`src/rtl/touch_pkg.sv`:
```
// Overview of operation
// - keys form modules of four keys; each key has its own oscillator
// - each module owns its own control logic and register set
// - module count is a parameter from one to five
// - touch function of each shared pin chosen by its own select bit
// - 5-bit prescaler gives one unit period per 32 slot clocks
// - 8-bit slot counter loads preload, overflows after 256-preload units
// - selected slot overflow sets slot overflow flag bit 6 and irq flag
// - slot overflow stops all key and reference oscillators
// - slot overflow stops frequency, function, unit and slot counters
// - start bit low clears frequency, function and unit counters
// - start bit low leaves 8-bit slot counter unchanged
// - start bit rising enables all counters and oscillators together
// - start control is bit 5 of main control register
// - module counter overflow flag bit 4 set by hardware, cleared by 0
// - function counter overflow flag bit 3 set by hardware, cleared by 0
// - share select bit 2: own slot counters or module 0 counter
// - bits 1..0 pick function clock divide by 1, 2, 4 or 8
package touch_pkg;

  // ----------------------------------------------------------------
  // bus and map
  // ----------------------------------------------------------------
  localparam int ADDR_W = 12;
  localparam int DATA_W = 32;

  typedef struct packed {
    logic              psel;
    logic              penable;
    logic              pwrite;
    logic [ADDR_W-1:0] paddr;
    logic [DATA_W-1:0] pwdata;
  } apb_req_t;

  localparam logic [ADDR_W-1:0] OFS_PRELOAD   = 12'h000;
  localparam logic [ADDR_W-1:0] OFS_CTL_MAIN  = 12'h004;
  localparam logic [ADDR_W-1:0] OFS_FUNC_LO   = 12'h008;
  localparam logic [ADDR_W-1:0] OFS_FUNC_HI   = 12'h00C;
  localparam logic [ADDR_W-1:0] OFS_OSC_FREQ  = 12'h010;
  localparam logic [ADDR_W-1:0] OFS_IRQ_STAT  = 12'h014;
  localparam logic [ADDR_W-1:0] OFS_IRQ_MASK  = 12'h018;
  localparam logic [ADDR_W-1:0] OFS_MOD_BASE  = 12'h040;
  localparam logic [ADDR_W-1:0] OFS_MOD_SPAN  = 12'h020;
  // offsets inside one module window
  localparam logic [4:0] MOFS_CNT_LO = 5'h00;
  localparam logic [4:0] MOFS_CNT_HI = 5'h04;
  localparam logic [4:0] MOFS_REF_LO = 5'h08;
  localparam logic [4:0] MOFS_REF_HI = 5'h0C;
  localparam logic [4:0] MOFS_CTL_A  = 5'h10;
  localparam logic [4:0] MOFS_CTL_B  = 5'h14;

  // ----------------------------------------------------------------
  // fields
  // ----------------------------------------------------------------
  localparam int CTL_SLOT_OVF  = 6;
  localparam int CTL_START     = 5;
  localparam int CTL_MCNT_OVF  = 4;
  localparam int CTL_FCNT_OVF  = 3;
  localparam int CTL_SHARE     = 2;
  localparam int CTL_CLKSEL_HI = 1;
  localparam logic [7:0] CTL_WMASK = 8'h7F;
  localparam int CTLA_MUX_LO   = 6;
  localparam int CTLB_IO_W     = 4;
  localparam int REF_W         = 10;
  localparam int OSC_FREQ_W    = 2;

  localparam int IRQ_TOUCH = 0;
  localparam int IRQ_FCNT  = 1;
  localparam int IRQ_MCNT  = 2;
  localparam int IRQ_W     = 3;

  localparam logic [7:0] RST_PRELOAD  = 8'h00;
  localparam logic [7:0] RST_CTL_MAIN = 8'h00;
  localparam logic [OSC_FREQ_W-1:0] RST_OSC_FREQ = 2'h3;

  // ----------------------------------------------------------------
  // counters and states
  // ----------------------------------------------------------------
  localparam int KEYS_PER_MOD = 4;
  localparam int PRESC_W      = 5;
  localparam logic [PRESC_W-1:0] PRESC_LAST = 5'h1F;
  localparam logic [7:0] SLOT_LAST = 8'hFF;
  localparam logic [15:0] CNT_LAST = 16'hFFFF;
  localparam int FDIV_W = 3;

  typedef enum logic [1:0] {
    ST_IDLE = 2'b00,
    ST_RUN  = 2'b01,
    ST_DONE = 2'b11
  } detect_state_t;

endpackage

```
`src/rtl/touch_key_scan_counters.sv`:
```
module touch_key_scan_counters
  import touch_pkg::*;
#(
  parameter int NUM_MODULES = 5
)
(
  input  wire logic                      pclk,
  input  wire logic                      presetn,
  input  wire touch_pkg::apb_req_t       apb_req,
  output logic                           pready,
  output logic [touch_pkg::DATA_W-1:0]   prdata,
  output logic                           pslverr,
  input  wire logic [NUM_MODULES*4-1:0]  key_osc_in,
  output logic [NUM_MODULES*4-1:0]       key_pin_touch_sel,
  output logic [NUM_MODULES-1:0]         key_osc_en,
  output logic [NUM_MODULES-1:0]         ref_osc_en,
  output logic [NUM_MODULES*10-1:0]      ref_osc_cap,
  output logic [1:0]                     osc_freq_sel,
  output logic                           irq
);

  // ----------------------------------------------------------------
  // module register set
  // ----------------------------------------------------------------
  localparam int NK = NUM_MODULES * KEYS_PER_MOD;

  logic [7:0]       slot_counter_preload_reg;
  logic [7:0]       touch_control_main_reg;
  logic [15:0]      func_cnt_reg;
  logic [FDIV_W-1:0] fdiv_reg;
  logic [OSC_FREQ_W-1:0] oscillator_freq_control_reg;
  logic [IRQ_W-1:0] irq_stat_reg;
  logic [IRQ_W-1:0] irq_mask_reg;
  logic [REF_W-1:0] ref_cap_reg   [NUM_MODULES];
  logic [7:0]       ctl_a_reg     [NUM_MODULES];
  logic [7:0]       ctl_b_reg     [NUM_MODULES];
  logic [15:0]      mod_cnt       [NUM_MODULES];
  logic [NUM_MODULES-1:0] mod_ovf;
  logic [NUM_MODULES-1:0] slot_ovf;
  logic [NUM_MODULES-1:0] slot_run;
  logic [NUM_MODULES-1:0] slot_done_reg;
  logic [NUM_MODULES-1:0] mod_en;
  detect_state_t    state_reg;
  logic             start_prev_reg;
  logic             start_bit;
  logic             start_edge;
  logic             start_clear;
  logic             share;
  logic             global_ovf;
  logic             running;
  logic             fcnt_tick;
  logic             fcnt_ovf;
  logic [FDIV_W-1:0] fdiv_mask;

  // ----------------------------------------------------------------
  // bus decode
  // ----------------------------------------------------------------
  logic                 wr_en;
  logic                 rd_setup;
  logic                 in_mod;
  logic [ADDR_W-1:0]    mod_rel;
  logic [2:0]           mod_idx;
  logic [4:0]           mod_ofs;
  logic                 mapped;
  logic [7:0]           wbyte;
  logic [DATA_W-1:0]    rd_value;

  // read data only ever uses the low byte; upper bits read as zero
  function automatic logic [DATA_W-1:0] zext8(input logic [7:0] v);
    return {{(DATA_W-8){1'b0}}, v};
  endfunction

  // hardware set beats a software clear in the same cycle
  function automatic logic sticky(input logic cur, input logic wr,
                                  input logic wval, input logic set);
    return set | (wr ? wval : cur);
  endfunction

  assign wbyte    = apb_req.pwdata[7:0];
  assign mod_rel  = apb_req.paddr - OFS_MOD_BASE;
  assign in_mod   = apb_req.paddr >= OFS_MOD_BASE &&
                    mod_rel < ADDR_W'(NUM_MODULES) * OFS_MOD_SPAN;
  assign mod_idx  = mod_rel[7:5];
  assign mod_ofs  = mod_rel[4:0];

  always_comb
  begin
    mapped = 1'b1;
    case (apb_req.paddr)
      OFS_PRELOAD, OFS_CTL_MAIN, OFS_FUNC_LO, OFS_FUNC_HI,
      OFS_OSC_FREQ, OFS_IRQ_STAT, OFS_IRQ_MASK: mapped = 1'b1;
      default:
        mapped = in_mod && mod_ofs <= MOFS_CTL_B && mod_ofs[1:0] == 2'b00;
    endcase
  end

  assign pready   = 1'b1;
  assign pslverr  = apb_req.psel && apb_req.penable && !mapped;
  assign wr_en    = apb_req.psel && apb_req.penable && apb_req.pwrite &&
                    mapped;
  assign rd_setup = apb_req.psel && !apb_req.penable && !apb_req.pwrite;

  function automatic logic mod_wr(input logic [2:0] idx,
                                  input logic [4:0] ofs);
    return wr_en && !mapped_fixed(apb_req.paddr) && in_mod &&
           mod_idx == idx && mod_ofs == ofs;
  endfunction

  function automatic logic mapped_fixed(input logic [ADDR_W-1:0] a);
    return a < OFS_MOD_BASE;
  endfunction

  // ----------------------------------------------------------------
  // read path
  // ----------------------------------------------------------------
  always_comb
  begin
    rd_value = '0;
    case (apb_req.paddr)
      OFS_PRELOAD:  rd_value = zext8(slot_counter_preload_reg);
      OFS_CTL_MAIN: rd_value = zext8(touch_control_main_reg);
      OFS_FUNC_LO:  rd_value = zext8(func_cnt_reg[7:0]);
      OFS_FUNC_HI:  rd_value = zext8(func_cnt_reg[15:8]);
      OFS_OSC_FREQ: rd_value = zext8(8'(oscillator_freq_control_reg));
      OFS_IRQ_STAT: rd_value = zext8(8'(irq_stat_reg));
      OFS_IRQ_MASK: rd_value = zext8(8'(irq_mask_reg));
      default:
        if (in_mod)
          case (mod_ofs)
            MOFS_CNT_LO: rd_value = zext8(mod_cnt[mod_idx][7:0]);
            MOFS_CNT_HI: rd_value = zext8(mod_cnt[mod_idx][15:8]);
            MOFS_REF_LO: rd_value = zext8(ref_cap_reg[mod_idx][7:0]);
            MOFS_REF_HI:
              rd_value = zext8(8'(ref_cap_reg[mod_idx][REF_W-1:8]));
            MOFS_CTL_A:  rd_value = zext8(ctl_a_reg[mod_idx]);
            MOFS_CTL_B:  rd_value = zext8(ctl_b_reg[mod_idx]);
            default:     rd_value = '0;
          endcase
    endcase
  end

  // sampled in the setup cycle so prdata is a flop during the access
  always_ff @(posedge pclk or negedge presetn)
    if (!presetn)
      prdata <= '0;
    else if (rd_setup)
      prdata <= rd_value;

  // ----------------------------------------------------------------
  // main control registers
  // ----------------------------------------------------------------
  always_ff @(posedge pclk or negedge presetn)
    if (!presetn)
      slot_counter_preload_reg <= RST_PRELOAD;
    else if (wr_en && apb_req.paddr == OFS_PRELOAD)
      slot_counter_preload_reg <= wbyte;

  logic ctl_wr;
  logic any_mod_ovf;
  assign ctl_wr      = wr_en && apb_req.paddr == OFS_CTL_MAIN;
  assign any_mod_ovf = |(mod_ovf & mod_en);

  always_ff @(posedge pclk or negedge presetn)
    if (!presetn)
      touch_control_main_reg <= RST_CTL_MAIN;
    else
    begin
      if (ctl_wr)
        touch_control_main_reg <= wbyte & CTL_WMASK;
      touch_control_main_reg[CTL_SLOT_OVF] <= sticky(
        touch_control_main_reg[CTL_SLOT_OVF], ctl_wr,
        wbyte[CTL_SLOT_OVF], global_ovf);
      touch_control_main_reg[CTL_MCNT_OVF] <= sticky(
        touch_control_main_reg[CTL_MCNT_OVF], ctl_wr,
        wbyte[CTL_MCNT_OVF], any_mod_ovf);
      touch_control_main_reg[CTL_FCNT_OVF] <= sticky(
        touch_control_main_reg[CTL_FCNT_OVF], ctl_wr,
        wbyte[CTL_FCNT_OVF], fcnt_ovf);
    end

  always_ff @(posedge pclk or negedge presetn)
    if (!presetn)
      oscillator_freq_control_reg <= RST_OSC_FREQ;
    else if (wr_en && apb_req.paddr == OFS_OSC_FREQ)
      oscillator_freq_control_reg <= wbyte[OSC_FREQ_W-1:0];

  assign osc_freq_sel = oscillator_freq_control_reg;

  // ----------------------------------------------------------------
  // interrupt status and mask
  // ----------------------------------------------------------------
  logic [IRQ_W-1:0] irq_set;
  logic             stat_wr;
  assign irq_set = {any_mod_ovf, fcnt_ovf, global_ovf};
  assign stat_wr = wr_en && apb_req.paddr == OFS_IRQ_STAT;

  // write one to clear; a new event in the same cycle stays set
  always_ff @(posedge pclk or negedge presetn)
    if (!presetn)
      irq_stat_reg <= '0;
    else
      irq_stat_reg <= irq_set |
        (irq_stat_reg & ~(stat_wr ? wbyte[IRQ_W-1:0] : '0));

  always_ff @(posedge pclk or negedge presetn)
    if (!presetn)
      irq_mask_reg <= '0;
    else if (wr_en && apb_req.paddr == OFS_IRQ_MASK)
      irq_mask_reg <= wbyte[IRQ_W-1:0];

  assign irq = |(irq_stat_reg & irq_mask_reg);

  // ----------------------------------------------------------------
  // detection sequencing
  // ----------------------------------------------------------------
  assign start_bit   = touch_control_main_reg[CTL_START];
  assign start_edge  = start_bit && !start_prev_reg;
  assign start_clear = !start_bit;
  assign share       = touch_control_main_reg[CTL_SHARE];
  // shared mode waits on module 0; own mode on every module
  assign global_ovf  = running && (share ? slot_ovf[0] :
                       &(slot_done_reg | slot_ovf));
  assign running     = state_reg == ST_RUN;

  always_ff @(posedge pclk or negedge presetn)
    if (!presetn)
      start_prev_reg <= 1'b0;
    else
      start_prev_reg <= start_bit;

  always_ff @(posedge pclk or negedge presetn)
    if (!presetn)
      state_reg <= ST_IDLE;
    else
      case (state_reg)
        ST_IDLE: if (start_edge) state_reg <= ST_RUN;
        ST_RUN:
          if (start_clear)
            state_reg <= ST_IDLE;
          else if (global_ovf)
            state_reg <= ST_DONE;
        ST_DONE: if (start_clear) state_reg <= ST_IDLE;
        default: state_reg <= ST_IDLE;
      endcase

  always_ff @(posedge pclk or negedge presetn)
    if (!presetn)
      slot_done_reg <= '0;
    else if (start_edge || start_clear)
      slot_done_reg <= '0;
    else
      slot_done_reg <= slot_done_reg | slot_ovf;

  // ----------------------------------------------------------------
  // function counter
  // ----------------------------------------------------------------
  always_comb
  begin
    case (touch_control_main_reg[CTL_CLKSEL_HI:0])
      2'b00:   fdiv_mask = 3'h0;
      2'b01:   fdiv_mask = 3'h1;
      2'b10:   fdiv_mask = 3'h3;
      default: fdiv_mask = 3'h7;
    endcase
  end

  assign fcnt_tick = running && (fdiv_reg & fdiv_mask) == fdiv_mask;
  assign fcnt_ovf  = fcnt_tick && func_cnt_reg == CNT_LAST;

  always_ff @(posedge pclk or negedge presetn)
    if (!presetn)
      fdiv_reg <= '0;
    else if (start_clear)
      fdiv_reg <= '0;
    else if (running)
      fdiv_reg <= fdiv_reg + 1'b1;

  always_ff @(posedge pclk or negedge presetn)
    if (!presetn)
      func_cnt_reg <= '0;
    else if (start_clear)
      func_cnt_reg <= '0;
    else if (fcnt_tick)
      func_cnt_reg <= func_cnt_reg + 1'b1;

  // ----------------------------------------------------------------
  // per-module slices
  // ----------------------------------------------------------------
  for (genvar m = 0; m < NUM_MODULES; m++)
  begin : g_mod
    always_ff @(posedge pclk or negedge presetn)
      if (!presetn)
      begin
        ref_cap_reg[m] <= '0;
        ctl_a_reg[m]   <= '0;
        ctl_b_reg[m]   <= '0;
      end
      else
      begin
        if (mod_wr(3'(m), MOFS_REF_LO))
          ref_cap_reg[m][7:0] <= wbyte;
        if (mod_wr(3'(m), MOFS_REF_HI))
          ref_cap_reg[m][REF_W-1:8] <= wbyte[REF_W-9:0];
        if (mod_wr(3'(m), MOFS_CTL_A))
          ctl_a_reg[m] <= wbyte;
        if (mod_wr(3'(m), MOFS_CTL_B))
          ctl_b_reg[m] <= wbyte;
      end

    // in own mode a module stops as soon as its own slot ends
    assign mod_en[m] = running && (share || !slot_done_reg[m]);

    slot_timer u_slot (
      .pclk       (pclk),
      .presetn    (presetn),
      .start_edge (start_edge),
      .clear      (start_clear),
      .stop       (global_ovf),
      .preload    (slot_counter_preload_reg),
      .ovf        (slot_ovf[m]),
      .running    (slot_run[m])
    );

    freq_counter u_cnt (
      .pclk    (pclk),
      .presetn (presetn),
      .clear   (start_clear),
      .enable  (mod_en[m]),
      .key_osc (key_osc_in[m*KEYS_PER_MOD +: KEYS_PER_MOD]),
      .key_sel (ctl_a_reg[m][CTLA_MUX_LO +: 2]),
      .count   (mod_cnt[m]),
      .ovf     (mod_ovf[m])
    );

    assign key_osc_en[m] = mod_en[m] && slot_run[m];
    assign ref_osc_en[m] = mod_en[m] && slot_run[m];
    assign ref_osc_cap[m*REF_W +: REF_W] = ref_cap_reg[m];
    assign key_pin_touch_sel[m*KEYS_PER_MOD +: KEYS_PER_MOD] =
      ctl_b_reg[m][CTLB_IO_W-1:0];
  end

endmodule

```
`src/rtl/slot_timer.sv`:
```
module slot_timer
  import touch_pkg::*;
(
  input  wire logic       pclk,
  input  wire logic       presetn,
  input  wire logic       start_edge,
  input  wire logic       clear,
  input  wire logic       stop,
  input  wire logic [7:0] preload,
  output logic            ovf,
  output logic            running
);
  logic [PRESC_W-1:0] presc_reg;
  logic [7:0]         slot_reg;
  logic               unit_tick;

  assign unit_tick = running && presc_reg == PRESC_LAST;
  assign ovf       = unit_tick && slot_reg == SLOT_LAST;

  always_ff @(posedge pclk or negedge presetn)
    if (!presetn)
      presc_reg <= '0;
    else if (clear)
      presc_reg <= '0;
    else if (running)
      presc_reg <= presc_reg + 1'b1;

  always_ff @(posedge pclk or negedge presetn)
    if (!presetn)
      slot_reg <= '0;
    else if (start_edge)
      slot_reg <= preload;
    else if (unit_tick)
      slot_reg <= slot_reg + 1'b1;

  always_ff @(posedge pclk or negedge presetn)
    if (!presetn)
      running <= 1'b0;
    else if (start_edge)
      running <= 1'b1;
    else if (clear || stop || ovf)
      running <= 1'b0;
endmodule

```
`src/rtl/freq_counter.sv`:
```
module freq_counter
  import touch_pkg::*;
(
  input  wire logic                    pclk,
  input  wire logic                    presetn,
  input  wire logic                    clear,
  input  wire logic                    enable,
  input  wire logic [KEYS_PER_MOD-1:0] key_osc,
  input  wire logic [1:0]              key_sel,
  output logic [15:0]                  count,
  output logic                         ovf
);
  logic prev_reg;
  logic rise;

  assign rise = key_osc[key_sel] && !prev_reg;
  assign ovf  = enable && rise && count == CNT_LAST;

  always_ff @(posedge pclk or negedge presetn)
    if (!presetn)
      prev_reg <= 1'b0;
    else
      prev_reg <= key_osc[key_sel];

  always_ff @(posedge pclk or negedge presetn)
    if (!presetn)
      count <= '0;
    else if (clear)
      count <= '0;
    else if (enable && rise)
      count <= count + 1'b1;
endmodule

```
`config.mk`:
```
export PLATFORM = sky130hd
export DESIGN_NAME = touch_key_scan_counters
export DESIGN_NICKNAME = d
export VERILOG_FILES = /design/src/rtl/touch_pkg.sv /design/src/rtl/touch_key_scan_counters.sv /design/src/rtl/slot_timer.sv /design/src/rtl/freq_counter.sv
export SDC_FILE = /design/constraint.sdc
export NUM_CORES = 1
export LEC_CHECK = 0
export ABC_AREA = 1
export ABC_CLOCK_PERIOD_IN_PS = 2400
export BUFFER_PORTS_ARGS = -buffer_cell sky130_fd_sc_hd__buf_2
export CORE_UTILIZATION = 40
export CTS_CLUSTER_SIZE = 40
export DETAILED_ROUTE_END_ITERATION = 12
export PLACE_DENSITY_LB_ADDON = 0.05
export SYNTH_ARGS = -nofsm -noshare
export SYNTH_HDL_FRONTEND = slang
export SYNTH_SLANG_ARGS = --single-unit
```
`constraint.sdc`:
```
create_clock -name pclk -period 2.4 [get_ports pclk]
set_input_delay 0.48 -clock pclk [delete_from_list [all_inputs] [get_ports pclk]]
set_output_delay 0.48 -clock pclk [all_outputs]
set_load 0.02 [all_outputs]
```
==> metrics.yaml, run 1 <==
critical_path:
  critPathLaunchType: "flop"
  critPathArrivalTime_ns: 1.84
  path_class: "flop to output port"
  critPathMaxFanout: 6
  worstSetupEndpointType: "output port"
  worstPathRequired_ns: 1.92
floorplanning:
  rows: 83
  dieArea_sq_um: 52800
  die_w_um: 230
  core_area_sq_um: 51300
  initial_utilization_pct: 40.4
  die_y_um: 230
  io_pins: 186
yosys:
  syn_inst: 2937
  synth-xor-area-share_pct: 0.887
  synth.area.top_cells: "dfrtp_1, nand2_1, inv_1, nand3_1, o21bai_1"
  synthSimpleGateAreaFrac_pct: 32.0
  netlist.area_leader.share_pct: 41.1
  ys_warn_count: 0
  synthAdderAreaFrac_pct: 1.51
  synth_top_cells_by_count: "nand2_1, inv_1, dfrtp_1"
  synth_seq_cells: 343
  synth_compound_area_share_pct: 12.8
  avgSynthCellArea_sq_um: 7.06
  syn_area_sq_um: 20700
  synth_ff_type: "dfrtp_1"
  synthMuxAreaShare_pct: 0
  synthArstFlopShare_pct: 100
  synth.most_common_cell: "nand2_1"
  seq_area_frac_synth_pct: 41.4
  yosysUniqueCellTypes: 48
  yosys.area.top_type: "dfrtp_1"
  synth_top_family_by_area: "simple AND/OR/NAND/NOR gates"
  synth_edf_count: 0
sta:
  fin_crit_sh_pct: 96.6
  relSlewSlack_pct: 60.1
  hold_viol: 0
  fin_skew_ns: 0.0209
  max_freq_mhz: 431
  timing.final.ws_setup_ns: 0.0821
  setup_viol_count_final: 0
  slew_violations: 0
  hold_ws_ns: 0.293
  period_minus_slack_ns: 2.32
  worst_pin_slew_ns: 0.598
  rsz0062_at_grt: "no"
cts:
  h-tree-depth: 2
  clk_latency_ns: 0.58
  path_clk_slew_ns: 0.06
  cts_tree: "done"
  cts_root_buffer: "clkbuf_16"
  cts_sinks: 343
  cts_max_path_buffers: 3
  cts_buffers: 42
global_route:
  grt_start_max_net_pins: 112
  grt_pass1_wl_um: 108000
  grt_pass1_vias: 18800
  grt_overflow: 0
  grt_usage_pct: 26.0
  antenna_found_initial: 0
  use_met2_pct: 44.1
  met3_usage_pct: 2.74
  use_met1_pct: 34.5
  grt_most_used_layer: "met2"
place:
  hpwl_um: 47900
  numPortBuffers: 136
  preCtsSetupSlack_ns: -0.0230
  dp.cells: 3720
  gp_congestion: 0.887
  dpl_cell_area_sq_um: 22600
outcome:
  status: "completed"
final_layout:
  fin_cells: 3809
  areaGrowthSynthToFinish_pct: 16.7
  antenna_cells: 0
  num-nets-final: 3192
  final_cell_area_sq_um: 24200
  fillers: 5252
  top_register: "g_mod.u_cnt.count"
  final_layout_size_suffix_gt1_share_pct: 13.0
  largest_register_ffs: 80
power_and_ir_drop:
  irDropWorstVdd_uv: 419
  p_per_area_nw_per_um2: 543
  cellLeakagePower_nw: 11.7
  finalPower_mw: 13.2
job:
  max_cap_viol_count: 0
route:
  dr.pass1.iters: 6
  routedWlPerCell_um: 17.9
  ant_nets: 0
  via_count: 19600
  routed_wl_um: 68300
  via_per_inst: 5.14
  drc: 0
  drt_iter0_markers: 1448
hold_path:
  hp-class: "input pin to flop"
## report_power, final
part | leakage (nW) | internal, mW | total [mW] | switching, mW
Clock | 0.688 | 3.82 | 6.44 | 2.62
Combinational | 7.00 | 0.247 | 0.887 | 0.640
Sequential | 4.05 | 5.81 | 5.82 | 0.0137
## path summary, 6_finish.rpt
path / from / slack [ns] / depth (start not counted) / endpoint
min in group asynchronous: presetn / 0.41 / 2 / g_mod[0].u_cnt.count[5]
hold reg to reg: g_mod[4].u_slot.presc_reg[3] / 0.46 / 1 / g_mod[4].u_slot.presc_reg[3]
hold / removal: key_osc_in[14] / 0.29 / 5 / g_mod[3].u_cnt.prev_reg
max in group asynchronous: presetn / 1.19 / 3 / g_mod[3].u_cnt.count[7]
setup / recovery: state_reg[0] / 0.08 / 6 / ref_osc_en[3]
setup reg to reg: g_mod[1].u_slot.presc_reg[0] / 0.20 / 16 / g_mod[2].u_slot.running
## area by class of cell
| cell class | count | area, sq um | area share [%] |
|---|---|---|---|
| Clock buffer | 65 | 1300 | 5.38 |
| Clock inverter | 10 | 78.8 | 0.326 |
| Inverter | 371 | 1390 | 5.75 |
| Multi-Input combinational cell | 2071 | 10000 | 41.3 |
| Sequential cell | 343 | 8590 | 35.5 |
| Tap cell | 680 | 851 | 3.52 |
| Timing Repair Buffer | 269 | 1990 | 8.21 |
## cells by family after synthesis
logic type,after synthesis
DFF,343
xor gates and xnor gates,21
adders and majority gates,25
AOI/OAI and AO/OA,436
other,2
and+or+nand+nor,1564
buffers and inverters,546
## cells in the final DEF (no fill, tap or decap), drive strengths merged
cell type / n
o21ai: 144
nand4: 38
o21a: 8
a21boi: 1
a31oi: 25
dfrtp: 341
o211a: 1
clkinv: 13
o31ai: 9
or2: 11
dlygate4sd3: 1
nor3: 70
nand2: 941
nand3: 262
or4: 1
a2bb2oi: 1
a21o: 1
inv: 367
nor3b: 2
a31o: 2
and2: 2
o22ai: 6
a22oi: 2
nor2: 216
xor2: 16
bufinv: 1
o21bai: 133
buf: 268
a21oi: 88
nor4: 18
nand3b: 3
ha: 25
a211oi: 7
dfstp: 2
o211ai: 8
xnor2: 5
clkbuf: 65
conb: 25
## layer usage
metal | part of all wire [%] | vias to the layer above
li1 | - | 9644
met3 | 3.7 | 98
met5 | 0 | -
met1 | 45 | 9380
met2 | 49 | 468
met4 | 2.9 | 0
## through the flow
| stage | setup TNS [ns] | util [%] |
|---|---|---|
| floorplan | 0 | - |
| global placement | -0.0301 | 44.1 |
| detailed placement | -0.158 | 44.1 |
| CTS | 0 | 46.8 |
| global route | 0 | 47.2 |
| finish | 0 | 47.2 |
## critical path: stages (launching register included)
cell and delay (ns):
dfrtp_1 0.35, inv_1 0.08, nor2_4 0.18, o21ai_0 0.11, buf_4 0.17, nor2_2 0.17
buf_2 0.20
## repair_timing
item	in CTS	in global routing
endpoints found under the hold margin	36	0
pin swaps	0	12
buffers inserted	0	13
hold buffers	1	0
setup endpoints to repair	6	13
gates resized for setup	3	28
(Power assumes the default switching activity.)
==> run 2, diff against run 1 <==
Settings changed: CELL_PAD_IN_SITES_DETAIL_PLACEMENT from default to 0, CELL_PAD_IN_SITES_GLOBAL_PLACEMENT from default to 1.
==> run 2 against run 1 <==
Effect of this change: worst setup slack better by 0.0037 ns; fmax grew 0.16%; die area unchanged; sequential cell count is the same.
==> metrics.yaml, run 2 (synthesized netlist as in run 1, its figures left out) <==
critical_path:
  critPathMaxFanout: 7  # was 6
  critical_path.cell_chain: "inv_1 > nor2_4 > o21ai_1 > nor2_2 > buf_2"  # was inv_1 > nor2_4 > o21ai_0 > buf_4 > nor2_2 > buf_2
  critPathLaunchType: "flop"  # unchanged
  critPathMaxStageDelay_ns: 0.38  # was 0.35 ns
  cp_num_buf_inv: 2  # was 3
  crit_slowest_cell: "dfrtp_1"  # unchanged
  path_delay_family: "flip-flops"  # was buffers and inverters
  critPathArrivalTime_ns: 1.83  # was 1.84 ns
  worstSetupEndpointType: "output port"  # unchanged
  worstPathRequired_ns: 1.92  # about the same
  path_class: "flop to output port"  # unchanged
final_layout:
  final_cell_area_sq_um: 24500  # was 24200 sq um
  final_layout_size_suffix_gt1_share_pct: 12.8  # was 13.0%
  largest_register_ffs: 80  # unchanged
  final_common_cell: "nand2_1"  # unchanged
  top_register: "g_mod.u_cnt.count"  # unchanged
  final_cell_mix: "nand2_1, inv_1, dfrtp_1"  # unchanged
  num-nets-final: 3200  # was 3192
  areaGrowthSynthToFinish_pct: 17.9  # was 16.7%
  antenna_cells: 0  # unchanged
cts:
  clk_latency_ns: 0.57  # was 0.58 ns
  path_clk_slew_ns: 0.06  # about the same
  cts_max_path_buffers: 3  # unchanged
  cts_root_buffer: "clkbuf_16"  # unchanged
  cts_tree: "done"  # unchanged
  h-tree-depth: 2  # unchanged
  cts_sinks: 343  # unchanged
  cts_buffers: 43  # was 42
route:
  drt_iter0_markers: 1240  # was 1448
  dr.pass1.iters: 5  # was 6
  routed_wl_um: 70000  # was 68300 um
  via_per_inst: 5.12  # was 5.14
  ant_nets: 0  # unchanged
  routedWlPerCell_um: 18.3  # was 17.9 um
  drc: 0  # unchanged
  via_count: 19600  # about the same
power_and_ir_drop:
  p_sw_mw: 3.39  # was 3.27 mW
  cellLeakagePower_nw: 11.8  # was 11.7 nW
  combPwrFrac_pct: 6.7  # about the same
  finalPower_mw: 13.8  # was 13.2 mW
  clkPwrFrac_pct: 51.0  # was 49.0%
  pwr-share-seq_pct: 42.3  # was 44.3%
  p_int_mw: 10.4  # was 9.88 mW
  p_per_area_nw_per_um2: 562  # was 543 nW/um^2
  p_sw_share_pct: 24.7  # was 24.9%
  irDropWorstVdd_uv: 472  # was 419 uV
sta:
  hold_ws_ns: 0.279  # was 0.293 ns
  slew_violations: 0  # unchanged
  setup_viol_count_final: 0  # unchanged
  worst_pin_slew_ns: 0.620  # was 0.598 ns
  max_freq_mhz: 432  # was 431 MHz
  relSlewSlack_pct: 58.7  # was 60.1%
  fin_skew_ns: 0.0146  # was 0.0209 ns
  timing.final.ws_setup_ns: 0.0858  # was 0.0821 ns
  period_minus_slack_ns: 2.31  # was 2.32 ns
  hold_viol: 0  # unchanged
  fin_crit_sh_pct: 96.4  # was 96.6%
global_route:
  antenna_found_initial: 0  # unchanged
  grt_pass1_vias: 19000  # was 18800
  grt_overflow: 0  # unchanged
  grt_usage_pct: 26.6  # was 26.0%
  grt_pass1_wl_um: 110000  # was 108000 um
  grt_start_max_net_pins: 112  # unchanged
job:
  max_cap_viol_count: 0  # unchanged
floorplanning:
  rows: 83  # unchanged
  initial_utilization_pct: 40.4  # unchanged
  io_pins: 186  # unchanged
  dieArea_sq_um: 52800  # unchanged
  die_y_um: 230  # unchanged
  die_w_um: 230  # unchanged
  core_area_sq_um: 51300  # unchanged
place:
  hpwl_um: 49400  # was 47900 um
  numPortBuffers: 136  # unchanged
  dpl_cell_area_sq_um: 22900  # was 22600 sq um
  preCtsSetupSlack_ns: -0.0248  # was -0.0230 ns
  gp_congestion: 0.853  # was 0.887
hold_path:
  hp-class: "input pin to flop"  # unchanged
outcome:
  status: "completed"  # unchanged
==> run 2: layout make-up <==
class                   instances  area [sq um]
repair buffers                276          2200
flip-flops and latches        343          8590
well taps                     680           851
clock buffers                  60          1250
clock inverters                17           244
multi-input cells            2071          9940
fillers                      5241         26800
inverters                     371          1390
==> run 2: metal layers <==
metal  GRT usage (%)  routed length [um]  share of wire (%)
met1            35.7               31600                 45
met2            44.9               33600                 48
met3            2.83                2660                3.8
met4            8.49                2170                3.1
met5               0                   0                  0
==> run 2: power groups by stage <==
stage	clock network, mW	registers (mW)	logic, mW
6_report	7.01	5.82	0.921
5_1_grt	7.36	5.82	1.01
4_1_cts	7.15	5.82	0.933
3_5_place_dp	0	5.93	0.929
3_3_place_gp	0	5.93	0.929
2_1_floorplan	0	5.95	0.418
==> run 2: worst paths after layout <==
| kind | from | slack (ns) | cells past startpoint | end |
|---|---|---|---|---|
| max reg2reg | g_mod[1].u_slot.presc_reg[0] | 0.20 | 15 | touch_control_main_reg[6] |
| max | state_reg[0] | 0.09 | 5 | ref_osc_en[3] |
| min | key_osc_in[10] | 0.28 | 5 | g_mod[2].u_cnt.prev_reg |
| min reg2reg | fdiv_reg[2] | 0.47 | 1 | fdiv_reg[2] |
| max in group asynchronous | presetn | 1.20 | 3 | osc_freq_sel[1] |
| min in group asynchronous | presetn | 0.43 | 2 | ctl_a_reg[23] |
==> run 2: stage by stage <==
| stage | instances | utilization (%) | TNS, ns |
|---|---|---|---|
| 4_1_cts | 3815 | 47.6 | -0.0713 |
| 5_1_grt | 3818 | 47.7 | -0.00216 |
| 3_3_place_gp | 3737 | 44.7 | -0.0295 |
| 3_5_place_dp | 3737 | 44.7 | -0.239 |
| 6_report | 3818 | 47.7 | 0 |
| 2_1_floorplan | 2960 | - | 0 |
==> run 2: worst min-delay path, cell delays in order <==
cell     delay, ns
buf_2         0.08
nand2_1       0.04
nand3_1       0.05
nand2_1       0.07
inv_1         0.09
==> run 2: what timing repair did <==
| action | CTS | global route |
|---|---|---|
| gates cloned | 0 | 0 |
| endpoints found under the hold margin | 44 | 0 |
| setup endpoints to repair | 4 | 15 |
| hold buffers | 1 | 0 |
| buffers inserted | 0 | 3 |
| resized for setup | 4 | 7 |
| pin swaps | 0 | 1 |
